===== src/core/dcc_pkg.sv =====
// package: register map, field layout and carrier types of the dual comparator control
package dcc_pkg;
	// ==========================================
	// register offsets
	localparam logic [7:0] OFS_MASKED_IRQ = 8'h00;
	localparam logic [7:0] OFS_RAW_IRQ = 8'h04;
	localparam logic [7:0] OFS_IRQ_ENABLE = 8'h08;
	localparam logic [7:0] OFS_IRQ_CLEAR = 8'h0C;
	localparam logic [7:0] OFS_REF_CTL = 8'h10;
	localparam logic [7:0] OFS_CMP0_STATUS = 8'h20;
	localparam logic [7:0] OFS_CMP0_CTL = 8'h24;
	localparam logic [7:0] OFS_CMP1_STATUS = 8'h40;
	localparam logic [7:0] OFS_CMP1_CTL = 8'h44;
	// ==========================================
	// field positions
	localparam int REF_POWER_BIT = 9;
	localparam int REF_RANGE_BIT = 8;
	localparam int REF_TAP_LSB = 0;
	localparam int REF_TAP_W = 4;
	localparam int STAT_OUT_BIT = 1;
	localparam int CTL_SRC_LSB = 9;
	localparam int CTL_SRC_W = 2;
	localparam int CTL_LEVEL_BIT = 4;
	localparam int CTL_SENSE_LSB = 2;
	localparam int CTL_SENSE_W = 2;
	localparam int CTL_INVERT_BIT = 1;
	// ==========================================
	// reset values and ladder figures
	localparam logic [31:0] REG_RESET = 32'h0000_0000;
	localparam logic [4:0] LADDER_LOW_OFFSET = 5'h08;
	localparam logic [5:0] LADDER_TOTAL_LOW = 6'h20;
	localparam logic [5:0] LADDER_TOTAL_HIGH = 6'h18;
	localparam int NUM_CMP = 2;
	// ==========================================
	// enumerations
	typedef enum logic [1:0] {
		SRC_OWN_PIN = 2'b00,
		SRC_FIRST_PIN = 2'b01,
		SRC_INTERNAL_REF = 2'b10,
		SRC_RESERVED = 2'b11
	} dcc_src_e;
	typedef enum logic [1:0] {
		SENSE_LEVEL = 2'b00,
		SENSE_FALL = 2'b01,
		SENSE_RISE = 2'b10,
		SENSE_BOTH = 2'b11
	} dcc_sense_e;
	typedef enum logic [1:0] {
		POS_NONE = 2'b00,
		POS_FIRST_PIN = 2'b01,
		POS_INTERNAL_REF = 2'b10,
		POS_OFF = 2'b11
	} dcc_pos_e;
	// ==========================================
	// carriers
	typedef struct packed {
		logic power;
		logic range;
		logic [3:0] tap;
	} dcc_ref_s;
	typedef struct packed {
		dcc_src_e src;
		logic level;
		dcc_sense_e sense;
		logic invert;
	} dcc_ctl_s;
	typedef struct packed {
		dcc_pos_e pos0;
		dcc_pos_e pos1;
		logic shared_is_output;
		logic ref_enable;
		logic [5:0] ref_num;
		logic [5:0] ref_den;
	} dcc_analog_s;
endpackage : dcc_pkg


===== src/core/dcc_irq_sense.sv =====
// one comparator's output sampler and interrupt event detector
`timescale 1ns/10ps
`default_nettype none
module dcc_irq_sense
	import dcc_pkg::*;
(
	input wire logic core_clk,
	input wire logic rst,
	input wire logic raw_in,
	input var dcc_ctl_s ctl,
	output logic value,
	output logic event_pulse
);
	typedef struct packed {
		logic [2:0] sync;
		logic [2:0] settle;
		logic value;
		logic event_pulse;
	} dcc_sense_s;

	dcc_sense_s state;
	dcc_sense_s next_state;
	logic agreed;
	logic level;
	logic primed;

	always_comb begin
		next_state = state;
		next_state.sync = {state.sync[1:0], raw_in};
		// no events until the synchroniser and value flop hold real samples
		primed = (state.settle == 3'h4);
		next_state.settle = primed ? state.settle : state.settle + 3'h1;
		// value changes once the second and third stages agree
		agreed = (state.sync[1] == state.sync[2]) ? state.sync[2] : state.value;
		level = agreed ^ ctl.invert;
		next_state.value = agreed;
		case (ctl.sense)
			SENSE_LEVEL: next_state.event_pulse = (level == ctl.level);
			SENSE_FALL: next_state.event_pulse = state.value & ~agreed;
			SENSE_RISE: next_state.event_pulse = ~state.value & agreed;
			SENSE_BOTH: next_state.event_pulse = state.value ^ agreed;
			default: next_state.event_pulse = 1'b0;
		endcase
		if (!primed) begin
			next_state.event_pulse = 1'b0;
		end
	end

	always_ff @(posedge core_clk) begin
		if (rst) begin
			state <= '0;
		end else begin
			state <= next_state;
		end
	end

	assign value = state.value;
	assign event_pulse = state.event_pulse;
endmodule : dcc_irq_sense
`default_nettype wire


===== src/core/dcc_top.sv =====
// dual comparator control: apb registers, source routing, ladder code, interrupts
//
// Implementation choice: the APB register port.
`timescale 1ns/10ps
`default_nettype none
// How it works
// - negative inputs come from pins; positive input picks pin, first pin or ladder.
// - comparator zero codes 00/01 own pin, 10 ladder, 11 reserved; drives shared pin.
// - comparator one negative is shared pin; 00 none, 01 first pin, 10 ladder.
// - shared pin is either comparator zero output or comparator one input, never both.
// - every source mode lets the output raise an interrupt; pin output where present.
// - ladder unpowered gives ground reference regardless of range and tap.
// - powered, range clear: ladder of 32 units, reference ratio (tap+8)/32.
// - powered, range set: ladder of 24 units, reference ratio tap/24.
// - registers decode at offsets from the base and all reset to zero.
// - raw status holds one sticky bit per comparator, bit 0 and bit 1.
// - enable register bits 0 and 1 let each comparator raise the interrupt.
// - masked status shows masked state of comparators in bits 0 and 1.
// - unused bits read an undefined value, here zero; software leaves them alone.
// - reference control: power bit 9, range bit 8, tap bits 3 to 0.
// - each comparator status reports its current output in bit 1.
// - level sense raises on low output when polarity bit is 0, else high.
module dcc_top
	import dcc_pkg::*;
(
	input wire logic core_clk,
	input wire logic rst,
	input wire logic psel,
	input wire logic penable,
	input wire logic pwrite,
	input wire logic [11:0] paddr,
	input wire logic [31:0] pwdata,
	input wire logic [3:0] pstrb,
	output logic [31:0] prdata,
	output logic pready,
	output logic pslverr,
	input wire logic [1:0] comparator_output,
	output logic shared_output_or_negative_pin_o,
	output logic shared_output_or_negative_pin_oe_n,
	output var dcc_analog_s analog_ctl,
	output logic irq
);
	// ==========================================
	// state
	typedef struct packed {
		logic [1:0] raw_irq;
		logic [1:0] irq_enable;
		dcc_ref_s ref_ctl;
		dcc_ctl_s ctl0;
		dcc_ctl_s ctl1;
		logic [31:0] prdata;
		logic pready;
		logic pslverr;
		logic pin_o;
		logic pin_oe_n;
		dcc_analog_s analog;
		logic irq;
	} dcc_state_s;

	dcc_state_s state;
	dcc_state_s next_state;
	logic [1:0] cmp_value;
	logic [1:0] cmp_event;
	logic [1:0] masked;
	logic setup;
	logic wr;
	logic [1:0] clr;

	// ==========================================
	// register field packing
	function automatic logic [31:0] pack_ctl(input dcc_ctl_s c);
		logic [31:0] w;
		w = REG_RESET;
		w[CTL_SRC_LSB +: CTL_SRC_W] = c.src;
		w[CTL_LEVEL_BIT] = c.level;
		w[CTL_SENSE_LSB +: CTL_SENSE_W] = c.sense;
		w[CTL_INVERT_BIT] = c.invert;
		return w;
	endfunction : pack_ctl

	function automatic dcc_ctl_s unpack_ctl(input logic [31:0] w);
		dcc_ctl_s c;
		c.src = dcc_src_e'(w[CTL_SRC_LSB +: CTL_SRC_W]);
		c.level = w[CTL_LEVEL_BIT];
		c.sense = dcc_sense_e'(w[CTL_SENSE_LSB +: CTL_SENSE_W]);
		c.invert = w[CTL_INVERT_BIT];
		return c;
	endfunction : unpack_ctl

	// ==========================================
	// comparator samplers
	for (genvar i = 0; i < NUM_CMP; i++) begin : g_sense
		dcc_irq_sense u_sense (
			.core_clk(core_clk),
			.rst(rst),
			.raw_in(comparator_output[i]),
			.ctl((i == 0) ? state.ctl0 : state.ctl1),
			.value(cmp_value[i]),
			.event_pulse(cmp_event[i])
		);
	end

	// ==========================================
	// next state
	always_comb begin
		next_state = state;
		setup = psel & ~penable;
		wr = setup & pwrite & pstrb[0];
		clr = 2'b00;
		masked = state.raw_irq & state.irq_enable;
		next_state.pready = setup;
		next_state.pslverr = 1'b0;
		if (setup) begin
			next_state.prdata = REG_RESET;
			case (paddr[7:0])
				OFS_MASKED_IRQ: next_state.prdata[1:0] = masked;
				OFS_RAW_IRQ: next_state.prdata[1:0] = state.raw_irq;
				OFS_IRQ_ENABLE: next_state.prdata[1:0] = state.irq_enable;
				OFS_IRQ_CLEAR: next_state.prdata = REG_RESET;
				OFS_REF_CTL: begin
					next_state.prdata[REF_POWER_BIT] = state.ref_ctl.power;
					next_state.prdata[REF_RANGE_BIT] = state.ref_ctl.range;
					next_state.prdata[REF_TAP_LSB +: REF_TAP_W] = state.ref_ctl.tap;
				end
				OFS_CMP0_STATUS: next_state.prdata[STAT_OUT_BIT] = cmp_value[0];
				OFS_CMP0_CTL: next_state.prdata = pack_ctl(state.ctl0);
				OFS_CMP1_STATUS: next_state.prdata[STAT_OUT_BIT] = cmp_value[1];
				OFS_CMP1_CTL: next_state.prdata = pack_ctl(state.ctl1);
				default: next_state.pslverr = 1'b1;
			endcase
			if (paddr[11:8] != 4'h0) begin
				next_state.pslverr = 1'b1;
			end
		end
		if (wr && paddr[11:8] == 4'h0) begin
			case (paddr[7:0])
				OFS_IRQ_ENABLE: next_state.irq_enable = pwdata[1:0];
				OFS_IRQ_CLEAR: clr = pwdata[1:0];
				OFS_REF_CTL: begin
					next_state.ref_ctl.power = pwdata[REF_POWER_BIT];
					next_state.ref_ctl.range = pstrb[1] ? pwdata[REF_RANGE_BIT] : state.ref_ctl.range;
					next_state.ref_ctl.tap = pwdata[REF_TAP_LSB +: REF_TAP_W];
				end
				OFS_CMP0_CTL: next_state.ctl0 = unpack_ctl(pwdata);
				OFS_CMP1_CTL: next_state.ctl1 = unpack_ctl(pwdata);
				default: next_state.irq_enable = state.irq_enable;
			endcase
		end
		// set wins over clear; every source mode keeps interrupts live
		next_state.raw_irq = (state.raw_irq & ~clr) | cmp_event;
		next_state.irq = |((next_state.raw_irq) & next_state.irq_enable);
		// positive source routing
		case (state.ctl0.src)
			SRC_OWN_PIN, SRC_FIRST_PIN: next_state.analog.pos0 = POS_FIRST_PIN;
			SRC_INTERNAL_REF: next_state.analog.pos0 = POS_INTERNAL_REF;
			default: next_state.analog.pos0 = POS_OFF;
		endcase
		case (state.ctl1.src)
			SRC_OWN_PIN: next_state.analog.pos1 = POS_NONE;
			SRC_FIRST_PIN: next_state.analog.pos1 = POS_FIRST_PIN;
			SRC_INTERNAL_REF: next_state.analog.pos1 = POS_INTERNAL_REF;
			default: next_state.analog.pos1 = POS_OFF;
		endcase
		// shared pin is comparator zero output unless comparator one's interrupt enable bit is set
		next_state.analog.shared_is_output = ~state.irq_enable[1];
		next_state.pin_oe_n = ~next_state.analog.shared_is_output;
		next_state.pin_o = next_state.analog.shared_is_output & cmp_value[0];
		// ladder ratio numerator / denominator
		next_state.analog.ref_enable = state.ref_ctl.power;
		if (!state.ref_ctl.power) begin
			next_state.analog.ref_num = 6'h00;
			next_state.analog.ref_den = LADDER_TOTAL_LOW;
		end else if (!state.ref_ctl.range) begin
			next_state.analog.ref_num = {2'b00, state.ref_ctl.tap} + {1'b0, LADDER_LOW_OFFSET};
			next_state.analog.ref_den = LADDER_TOTAL_LOW;
		end else begin
			next_state.analog.ref_num = {2'b00, state.ref_ctl.tap};
			next_state.analog.ref_den = LADDER_TOTAL_HIGH;
		end
	end

	always_ff @(posedge core_clk) begin
		if (rst) begin
			state <= '0;
			state.analog.ref_den <= LADDER_TOTAL_LOW;
			state.analog.shared_is_output <= 1'b1;
			state.analog.pos0 <= POS_FIRST_PIN;
			state.pin_oe_n <= 1'b0;
		end else begin
			state <= next_state;
		end
	end

	// ==========================================
	// outputs
	assign prdata = state.prdata;
	assign pready = state.pready;
	assign pslverr = state.pslverr;
	assign shared_output_or_negative_pin_o = state.pin_o;
	assign shared_output_or_negative_pin_oe_n = state.pin_oe_n;
	assign analog_ctl = state.analog;
	assign irq = state.irq;
endmodule : dcc_top
`default_nettype wire


===== config.mk =====
export PLATFORM = sky130hd
export DESIGN_NAME = dcc_top
export DESIGN_NICKNAME = d
export VERILOG_FILES = /design/src/core/dcc_pkg.sv /design/src/core/dcc_irq_sense.sv /design/src/core/dcc_top.sv
export SDC_FILE = /design/constraint.sdc
export NUM_CORES = 1
export LEC_CHECK = 0
export ABC_AREA = 0
export BUFFER_PORTS_ARGS = -buffer_cell sky130_fd_sc_hd__buf_4
export CORE_ASPECT_RATIO = 1.2
export CORE_MARGIN = 1
export CORE_UTILIZATION = 50
export DETAILED_ROUTE_END_ITERATION = 7
export PLACE_DENSITY = 0.8
export SLEW_MARGIN = 20
export SYNTH_ARGS = -nofsm -noshare
export SYNTH_HDL_FRONTEND = slang
export SYNTH_SLANG_ARGS = --single-unit

===== constraint.sdc =====
create_clock -name core_clk -period 1.9 [get_ports core_clk]
set_input_delay 0.38 -clock core_clk [delete_from_list [all_inputs] [get_ports core_clk]]
set_output_delay 0.38 -clock core_clk [all_outputs]
set_load 0.01 [all_outputs]

==> results of run 1 <==
-- flip-flops by register name, summed over array words and instances, names as in the netlist, 2 cells and up --
name / cells
prdata: 8
next_state: 2
g_sense.u_sense.next_state: 4
g_sense.u_sense.state: 8
g_sense.u_sense.event_pulse: 2
state: 20
analog_ctl: 13
g_sense.u_sense.value: 2
-- metal layers --
metal	vias to the layer above	wire length [µm]	GRT usage (%)
li1	1134	-	-
met1	1043	2430	21.7
met2	57	3110	33.8
met3	11	307	6.56
met4	0	79	6.99
met5	-	0	0
-- cells by family (layout without fill, tap and decap cells) --
| group | Yosys count | after routing | share of synthesized area (%) |
|---|---|---|---|
| buffers and inverters | 72 | 90 | 16.1 |
| XOR/XNOR | 7 | 7 | 1.99 |
| AND/OR/NAND/NOR | 126 | 126 | 23.5 |
| AO/OA/AOI/OAI | 38 | 38 | 8.82 |
| adder cells (fa/ha/maj) | 4 | 4 | 1.63 |
| other | 1 | 28 | 0.122 |
| multiplexers | 19 | 19 | 6.22 |
| flip-flops | 64 | 64 | 41.6 |
-- report_power, final --
part | switching [mW] | internal [mW] | total (mW)
Sequential | 0.0199 | 1.37 | 1.39
Combinational | 0.136 | 0.0945 | 0.231
Clock | 0.491 | 0.801 | 1.29
Total | 0.648 | 2.26 | 2.91
-- placed cells by master (no fill, tap or decap), types with 10 or more instances in the layout --
| cell type | synthesis | routed |
|---|---|---|
| nand3_1 | 10 | 10 |
| dfxtp_1 | 64 | 64 |
| conb_1 | 1 | 28 |
| nand2_1 | 20 | 20 |
| nor2_1 | 38 | 38 |
| clkbuf_8 | 0 | 11 |
| mux2i_1 | 18 | 18 |
| buf_4 | 52 | 65 |
| a21oi_1 | 12 | 12 |
| nor2b_1 | 13 | 13 |
-- critical path, cell delays in order --
cell	delay (ns)
buf_4	0.12
or3_1	0.46
nor4_4	0.29
and2_4	0.26
mux2i_1	0.20
nor2_1	0.05
-- area by class of cell --
cell class / instances / area share (%)
Tap cell: 80 / 2.82
Multi-Input combinational cell: 222 / 39.6
Inverter: 9 / 0.952
Clock buffer: 12 / 4.37
Clock inverter: 3 / 1.83
Timing Repair Buffer: 66 / 14.3
Sequential cell: 64 / 36.1
-- how the worst min path moves through the flow --
stage | from | end | slack, ns | depth (start not counted)
finish | comparator_output[0] | g_sense[0].u_sense.next_state[6] | 0.24 | 2
detailed placement | g_sense[0].u_sense.next_state[6] | g_sense[0].u_sense.next_state[7] | 0.43 | 1
floorplan | g_sense[0].u_sense.next_state[6] | g_sense[0].u_sense.next_state[7] | 0.41 | 1
global placement | g_sense[1].u_sense.next_state[6] | g_sense[1].u_sense.next_state[7] | 0.42 | 1
CTS | comparator_output[0] | g_sense[0].u_sense.next_state[6] | 0.23 | 2
global route | comparator_output[1] | g_sense[1].u_sense.next_state[6] | 0.26 | 2
-- through the flow --
stage | area (µm²) | util (%) | worst slack, ns | hold slack [ns] | total power [mW]
floorplan | 3180 | - | 0.141 | 0.414 | 1.61
global placement | 3330 | 57.6 | 0.0360 | 0.417 | 1.64
detailed placement | 3330 | 57.6 | 0.0306 | 0.433 | 1.65
CTS | 3550 | 61.4 | 0.362 | 0.233 | 2.93
global route | 3550 | 61.4 | 0.261 | 0.256 | 3.02
finish | 3550 | 61.4 | 0.359 | 0.241 | 2.91
==> flow_summary.yaml, run 1 <==
critical_path:
  r2r_end: "prdata[1]"
  r2r_slack_ns: 0.60
  worstSetupEndpointType: "flip-flop"
  worstPathRequired_ns: 2.13
  cp_max_fo: 6
  worst_r2r_startpoint: "next_state[19]"
  start_kind: "input pin"
  startpoint: "paddr[1]"
  cp-endpoint: "state[68]"
  crit_arrival_ns: 1.77
  path_class: "in2reg"
  reg2reg_depth: 5
synthesis:
  synth.distinct_cells: 50
  ys_top_cells_by_count: "64 x dfxtp_1, 52 x buf_4, 38 x nor2_1"
  yosys-top-cells-area: "dfxtp_1 42%, buf_4 13%, mux2i_1 5.9%"
  yosysMostFrequentCell: "dfxtp_1"
  synth_top_area_share_pct: 41.6
  synth.avg_cell_area_um2: 9.30
  ys_seq_area_share_pct: 41.6
  yosys_register_bits: 64
  synth_top_cell_by_area: "dfxtp_1"
  ys_warn_count: 0
  synth_enable_flop_cells: 0
  syn_inst: 331
  syn_area_mm2: 0.00308
  synth_top_flop_cell: "dfxtp_1"
  async_reset_ff_share_pct: 0
clock_tree:
  cts-resized-gates: 0
  root_buffer: "clkbuf_8"
  cts_htree_levels: 3
  post_cts_buffers: 0
  cts_buffers: 9
  cts_buffer_depth: 2
  cts_sinks: 64
  cts_tree: "done"
  cts_hold_buf: 0
  clk_pin_slew_ns: 0.06
  clock_latency_ns: 0.35
sta:
  hold_viol_final: 0
  rsz0062_at_grt: "no"
  finalSetupViolations: 0
  maxSlewViolCount: 0
  setup_tns_ns: 0
  period_minus_slack_ns: 1.54
  max_freq_ghz: 0.649
  timing.final.crit_share_pct: 81.1
  finalClockSkew_ns: 0.00503
layout:
  final_cells: 456
  multi_input_area_mm2: 0.00140
  area_growth_pct: 15.2
  diodes: 0
  drive_above_1_share_pct: 24.2
  regArea_mm2: 0.00128
  nNetsFinal: 431
  fillers: 490
global_route:
  grt_pass1_wl_um: 9350
  overflow: 0
  grt_start_max_net_pins: 28
  grt_pass1_vias: 2041
  track_usage_pct: 19.3
  grt_antenna_before_repair: 0
route:
  finalWirelength_um: 5930
  firstDrtPassIters: 4
  post_drt_wl_per_cell_um: 13.0
  ant_nets: 0
  drcViolationCount: 0
  drtIter0Drc: 150
  via_count: 2245
  vias_per_cell: 4.92
die:
  io_pins: 110
  rows: 30
  core_region_area_mm2: 0.00578
  die-width_um: 73.6
  initial_utilization_pct: 53.2
  die_area_mm2: 0.00648
  die_h_um: 88.0
placed_design:
  place.gp.congestion: 0.861
  port_buffers: 55
  post-dp-hpwl_um: 4320
  place_inst: 441
power:
  p_leak_nw: 1.48
  power_density_mw_per_mm2: 821
  vdd_ir_drop_max_v: 0.000575
run_status:
  status: "finished, final reports clean"
job:
  maxCapViolCount: 0
min_path:
  hold_path_class: "in2reg"
Note: power is estimated with default switching activity, not from simulation.
==> inputs of run 2 (changes only) <==
==> constraint.sdc (replaced) <==
create_clock -name core_clk -period 1.6 [get_ports core_clk]
set_input_delay 0.32 -clock core_clk [delete_from_list [all_inputs] [get_ports core_clk]]
set_output_delay 0.32 -clock core_clk [all_outputs]
set_load 0.01 [all_outputs]
==> run 2 against run 1 <==
  * Critical path depth increased by 1
  * Cell count increased by 3.9%
  * Non-clock buffer count increased by 20
  * Hold slack got worse by 0.049 ns
  * Die area unchanged
  * Routed wire length increased by 6.5%
  * Worst setup slack got worse by 0.27 ns
  * Count of clock-buffer cells in the layout decreased by 1
==> flow_summary.yaml, run 2 (synthesized netlist as in run 1, its figures left out) <==
run_status:
  status: "finished, final reports clean"
critical_path:
  worstPathRequired_ns: 1.82
  worstSetupEndpointType: "flip-flop"
  cp_max_fo: 6
  r2r_end: "prdata[1]"
  worst_r2r_startpoint: "next_state[19]"
  r2r_slack_ns: 0.33
  cp-endpoint: "state[59]"
  crit_arrival_ns: 1.73
  worstPathCellList: "buf_4 > nor4_2 > nand4_1 > nor3b_4 > buf_12 > mux2i_1 > nor2_1"
  reg2reg_depth: 5
  critical_path.max_stage_delay_ns: 0.33
  path_class: "in2reg"
  startpoint: "paddr[9]"
  start_kind: "input pin"
  slowest_stage: "nor4_2"
route:
  ant_nets: 0
  firstDrtPassIters: 4
  drcViolationCount: 0
  drtIter0Drc: 171
  vias_per_cell: 5.01
  via_count: 2373
  post_drt_wl_per_cell_um: 13.3
  finalWirelength_um: 6310
power:
  netSwitchingPower_mw: 0.749
  power_density_mw_per_mm2: 841
  seqPwrFrac_pct: 54.2
  comb_power_share_pct: 10.2
  cellInternalPower_mw: 2.30
  clockPowerShare_pct: 35.6
  p_leak_nw: 1.54
  switching_share_pct: 24.6
  vdd_ir_drop_max_v: 0.000414
global_route:
  grt_start_max_net_pins: 25
  overflow: 0
  track_usage_pct: 20.6
  grt_pass1_vias: 2182
  grt_antenna_before_repair: 0
  grt_pass1_wl_um: 9850
clock_tree:
  clock_latency_ns: 0.34
  cts_buffers: 9
  cts_tree: "done"
  post_cts_buffers: 0
  cts_hold_buf: 0
  cts_htree_levels: 3
  clk_pin_slew_ns: 0.06
  root_buffer: "clkbuf_8"
  cts_sinks: 64
  cts-resized-gates: 0
  cts_buffer_depth: 2
placed_design:
  port_buffers: 55
  post-dp-hpwl_um: 4770
  place.gp.congestion: 0.848
  place_inst: 461
layout:
  nNetsFinal: 451
  largest_reg_flops: 20
  area_growth_pct: 17.6
  regMostFlops: "state"
  final_cells: 474
  fillers: 505
  drive_above_1_share_pct: 27.7
  final_cell_mix: "85 x buf_4, 64 x dfxtp_1, 38 x nor2_1"
  diodes: 0
  final_common_cell: "buf_4"
job:
  maxCapViolCount: 0
die:
  io_pins: 110
  rows: 30
  core_region_area_mm2: 0.00578
  initial_utilization_pct: 53.2
  die_area_mm2: 0.00648
  die-width_um: 73.6
  die_h_um: 88.0
sta:
  finalClockSkew_ns: 0.00814
  max_freq_ghz: 0.660
  hold_viol_final: 0
  timing.final.crit_share_pct: 94.7
  period_minus_slack_ns: 1.52
  rsz0062_at_grt: "no"
  finalSetupViolations: 0
  hold_slack_ns: 0.193
  maxSlewViolCount: 0
min_path:
  hold_path_class: "in2reg"
  hold_path_depth: 2
[run 2: area by class of cell]
class / count / area, µm² / area share [%]
timing repair buffer: 86 / 658 / 18.2
multi-input combinational: 222 / 1410 / 38.8
tap: 80 / 100 / 2.76
sequential: 64 / 1280 / 35.4
inverter: 9 / 33.8 / 0.933
clock inverter: 2 / 10.0 / 0.276
clock buffer: 11 / 131 / 3.63
[run 2: how the worst min path moves through the flow]
stage                                          start                                to  slack [ns]
floorplan                                        rst                    analog_ctl[17]        0.40
finish                          comparator_output[0]  g_sense[0].u_sense.next_state[6]        0.19
CTS                             comparator_output[0]  g_sense[0].u_sense.next_state[6]        0.18
global route                    comparator_output[1]  g_sense[1].u_sense.next_state[6]        0.19
global placement    g_sense[1].u_sense.next_state[6]  g_sense[1].u_sense.next_state[7]        0.42
detailed placement  g_sense[0].u_sense.next_state[6]  g_sense[0].u_sense.next_state[7]        0.43
[run 2: power groups by stage]
stage / combinational [mW] / sequential (mW) / clock, mW
final: 0.309 / 1.65 / 1.09
after global routing: 0.341 / 1.65 / 1.18
after CTS: 0.307 / 1.65 / 1.11
after detailed placement: 0.304 / 1.68 / 0
after global placement: 0.294 / 1.68 / 0
after floorplan: 0.230 / 1.68 / 0
[run 2: metrics by stage]
stage / worst slack [ns] / total power, mW / area (µm²) / utilization [%] / TNS [ns]
floorplan: -0.0610 / 1.91 / 3200 / - / -0.475
global route: 0.00397 / 3.17 / 3620 / 62.6 / 0
detailed placement: -0.262 / 1.99 / 3480 / 60.2 / -4.02
CTS: 0.0939 / 3.07 / 3620 / 62.6 / 0
global placement: -0.249 / 1.98 / 3480 / 60.2 / -3.69
finish: 0.0847 / 3.04 / 3620 / 62.6 / 0
[run 2: layer usage]
metal	track usage [%]	up-vias	share of wire (%)	routed length, µm
li1	-	1170	-	-
met5	0	-	0	0
met1	22.0	1105	41	2600
met2	35.9	85	51	3190
met4	12.2	0	2.8	178
met3	5.52	13	5.5	345
[run 2: worst max-delay path: cells and delay by family]
family / cells / cell delay, ns
buffers and inverters: 2 / 0.27
muxes: 1 / 0.19
and+or+nand+nor: 4 / 0.95
==> inputs of run 3 (changes only) <==
--- a/config.mk
+++ b/config.mk
@@ -11,7 +11,7 @@
 export CORE_MARGIN = 1
 export CORE_UTILIZATION = 50
 export DETAILED_ROUTE_END_ITERATION = 7
-export PLACE_DENSITY = 0.8
+export PLACE_DENSITY_LB_ADDON = 0.1
 export SLEW_MARGIN = 20
 export SYNTH_ARGS = -nofsm -noshare
 export SYNTH_HDL_FRONTEND = slang
==> run 3 against run 2 <==
  * Sequential power barely moved
  * Clock skew barely moved
  * Hold slack improved by 0.0059 ns
  * Core utilization rose by 0.67 points
  * Critical path type unchanged
  * Highest routed layer unchanged
  * Combinational power fell by 2%
  * Count of clock-buffer cells in the layout rose by 2
  * Sequential share of layout area fell by 0.38 points
  * Sequential cell count did not move
  * Via count fell by 1.1%
  * Clock power rose by 10%
==> flow_summary.yaml, run 3 (synthesized netlist as in run 1, its figures left out) <==
route:
  drtIter0Drc: 110
  firstDrtPassIters: 4
  finalWirelength_um: 6140
  drcViolationCount: 0
  via_count: 2347
  post_drt_wl_per_cell_um: 13.0
  ant_nets: 0
  vias_per_cell: 4.95
global_route:
  grt_pass1_wl_um: 9520
  grt_pass1_vias: 2087
  track_usage_pct: 19.9
  grt_start_max_net_pins: 33
  grt_antenna_before_repair: 0
  overflow: 0
sta:
  setup_ws_ns: 0.142
  maxSlewViolCount: 0
  finalClockSkew_ns: 0.00856
  hold_slack_ns: 0.199
  finalSetupViolations: 0
  hold_viol_final: 0
  rsz0062_at_grt: "no"
  timing.final.crit_share_pct: 91.2
  period_minus_slack_ns: 1.46
  max_freq_ghz: 0.686
die:
  core_region_area_mm2: 0.00578
  die-width_um: 73.6
  initial_utilization_pct: 53.2
  io_pins: 110
  die_area_mm2: 0.00648
  die_h_um: 88.0
  rows: 30
layout:
  final_cell_area_mm2: 0.00366
  regMostFlops: "state"
  diodes: 0
  largest_reg_flops: 20
  area_growth_pct: 18.9
  final_common_cell: "buf_4"
  drive_above_1_share_pct: 27.7
  nNetsFinal: 449
  final_cell_mix: "82 x buf_4, 64 x dfxtp_1, 38 x nor2_1"
run_status:
  status: "finished, final reports clean"
power:
  power_density_mw_per_mm2: 862
  p_leak_nw: 1.54
  switching_share_pct: 24.0
  netSwitchingPower_mw: 0.756
  vdd_ir_drop_max_v: 0.000623
  comb_power_share_pct: 9.6
  seqPwrFrac_pct: 52.3
  cellInternalPower_mw: 2.40
  clockPowerShare_pct: 38.1
  total_power_mw: 3.15
clock_tree:
  root_buffer: "clkbuf_8"
  cts_sinks: 64
  cts_htree_levels: 3
  cts_tree: "done"
  cts_buffers: 9
  clk_pin_slew_ns: 0.07
  clock_latency_ns: 0.33
  cts_buffer_depth: 2
critical_path:
  cp_common_cell: "buf_4"
  critical_path.max_stage_delay_ns: 0.32
  start_kind: "input pin"
  worstPathRequired_ns: 1.81
  crit_family: "simple AND/OR/NAND/NOR gates"
  worstSetupEndpointType: "flip-flop"
  slowest_stage: "nor4_4"
  path_class: "in2reg"
  cp_num_buf_inv: 3
  worstPathCellList: "buf_4 > nor4_4 > nand4_1 > buf_4 > nor3b_4 > buf_12 > mux2i_1 > nor2_1"
  cp_max_fo: 6
  crit_arrival_ns: 1.66
placed_design:
  place.gp.congestion: 0.788
  pre_cts_slack_ns: -0.310
  postPlaceCellArea_mm2: 0.00347
  port_buffers: 55
  post-dp-hpwl_um: 4650
min_path:
  hold_path_class: "in2reg"
job:
  maxCapViolCount: 0
==> run 3: changes by cell type in the layout (fill, tap and decap cells not counted), sizes merged <==
cell      before  now
buf           86   84
clkbuf        11   13
clkinvlp       0    2
clkinv         2    0
==> run 3: final cells by class <==
class                           instances  area, µm²
Fill cell                             519       2120
Multi-Input combinational cell        222       1420
Sequential cell                        64       1280
Timing Repair Buffer                   84        656
Clock buffer                           13        159
Tap cell                               80        100
Inverter                                9       33.8
Clock inverter                          2       15.0
==> run 3: final timing paths <==
kind         cells after the start                                to                             start  slack (ns)
max reg2reg                      5    g_sense[0].u_sense.event_pulse          g_sense[0].u_sense.value        0.33
min reg2reg                      1  g_sense[1].u_sense.next_state[7]  g_sense[1].u_sense.next_state[6]        0.44
min                              2  g_sense[1].u_sense.next_state[6]              comparator_output[1]        0.20
max                              8                         state[58]                          paddr[9]        0.14
==> run 3: power groups by stage <==
stage | Clock, mW | Combinational [mW] | Sequential, mW
global placement | 0 | 0.290 | 1.68
global route | 1.32 | 0.333 | 1.65
CTS | 1.25 | 0.300 | 1.65
finish | 1.20 | 0.302 | 1.65
floorplan | 0 | 0.230 | 1.68
detailed placement | 0 | 0.299 | 1.68
==> run 3: worst reg2reg max path: cells and delay by family, from the launching register on <==
kind             cells  cell delay [ns]
flip-flops           1             0.42
AO/OA/AOI/OAI        2             0.37
AND/OR/NAND/NOR      2             0.31
XOR/XNOR             1             0.09
==> run 3: per-stage QoR <==
step	TNS [ns]	utilization (%)	instances
final	0	63.3	474
after global routing	0	63.3	474
after CTS	0	63.0	473
after detailed placement	-4.98	60.0	458
after global placement	-4.71	60.0	458
after floorplan	-0.475	-	358
==> run 3: metal layers <==
| layer | up-vias | GRT usage [%] | routed length [µm] |
|---|---|---|---|
| met3 | 11 | 6.21 | 307 |
| met5 | - | 0 | 0 |
| li1 | 1173 | - | - |
| met1 | 1094 | 22.6 | 2510 |
| met2 | 69 | 33.9 | 3180 |
| met4 | 0 | 8.92 | 138 |
==> run 3: what timing repair did <==
action                     CTS  global route
buffers inserted             0             1
gates resized for setup      0             1
hold buffers                 0             0
setup endpoints to repair    0             6
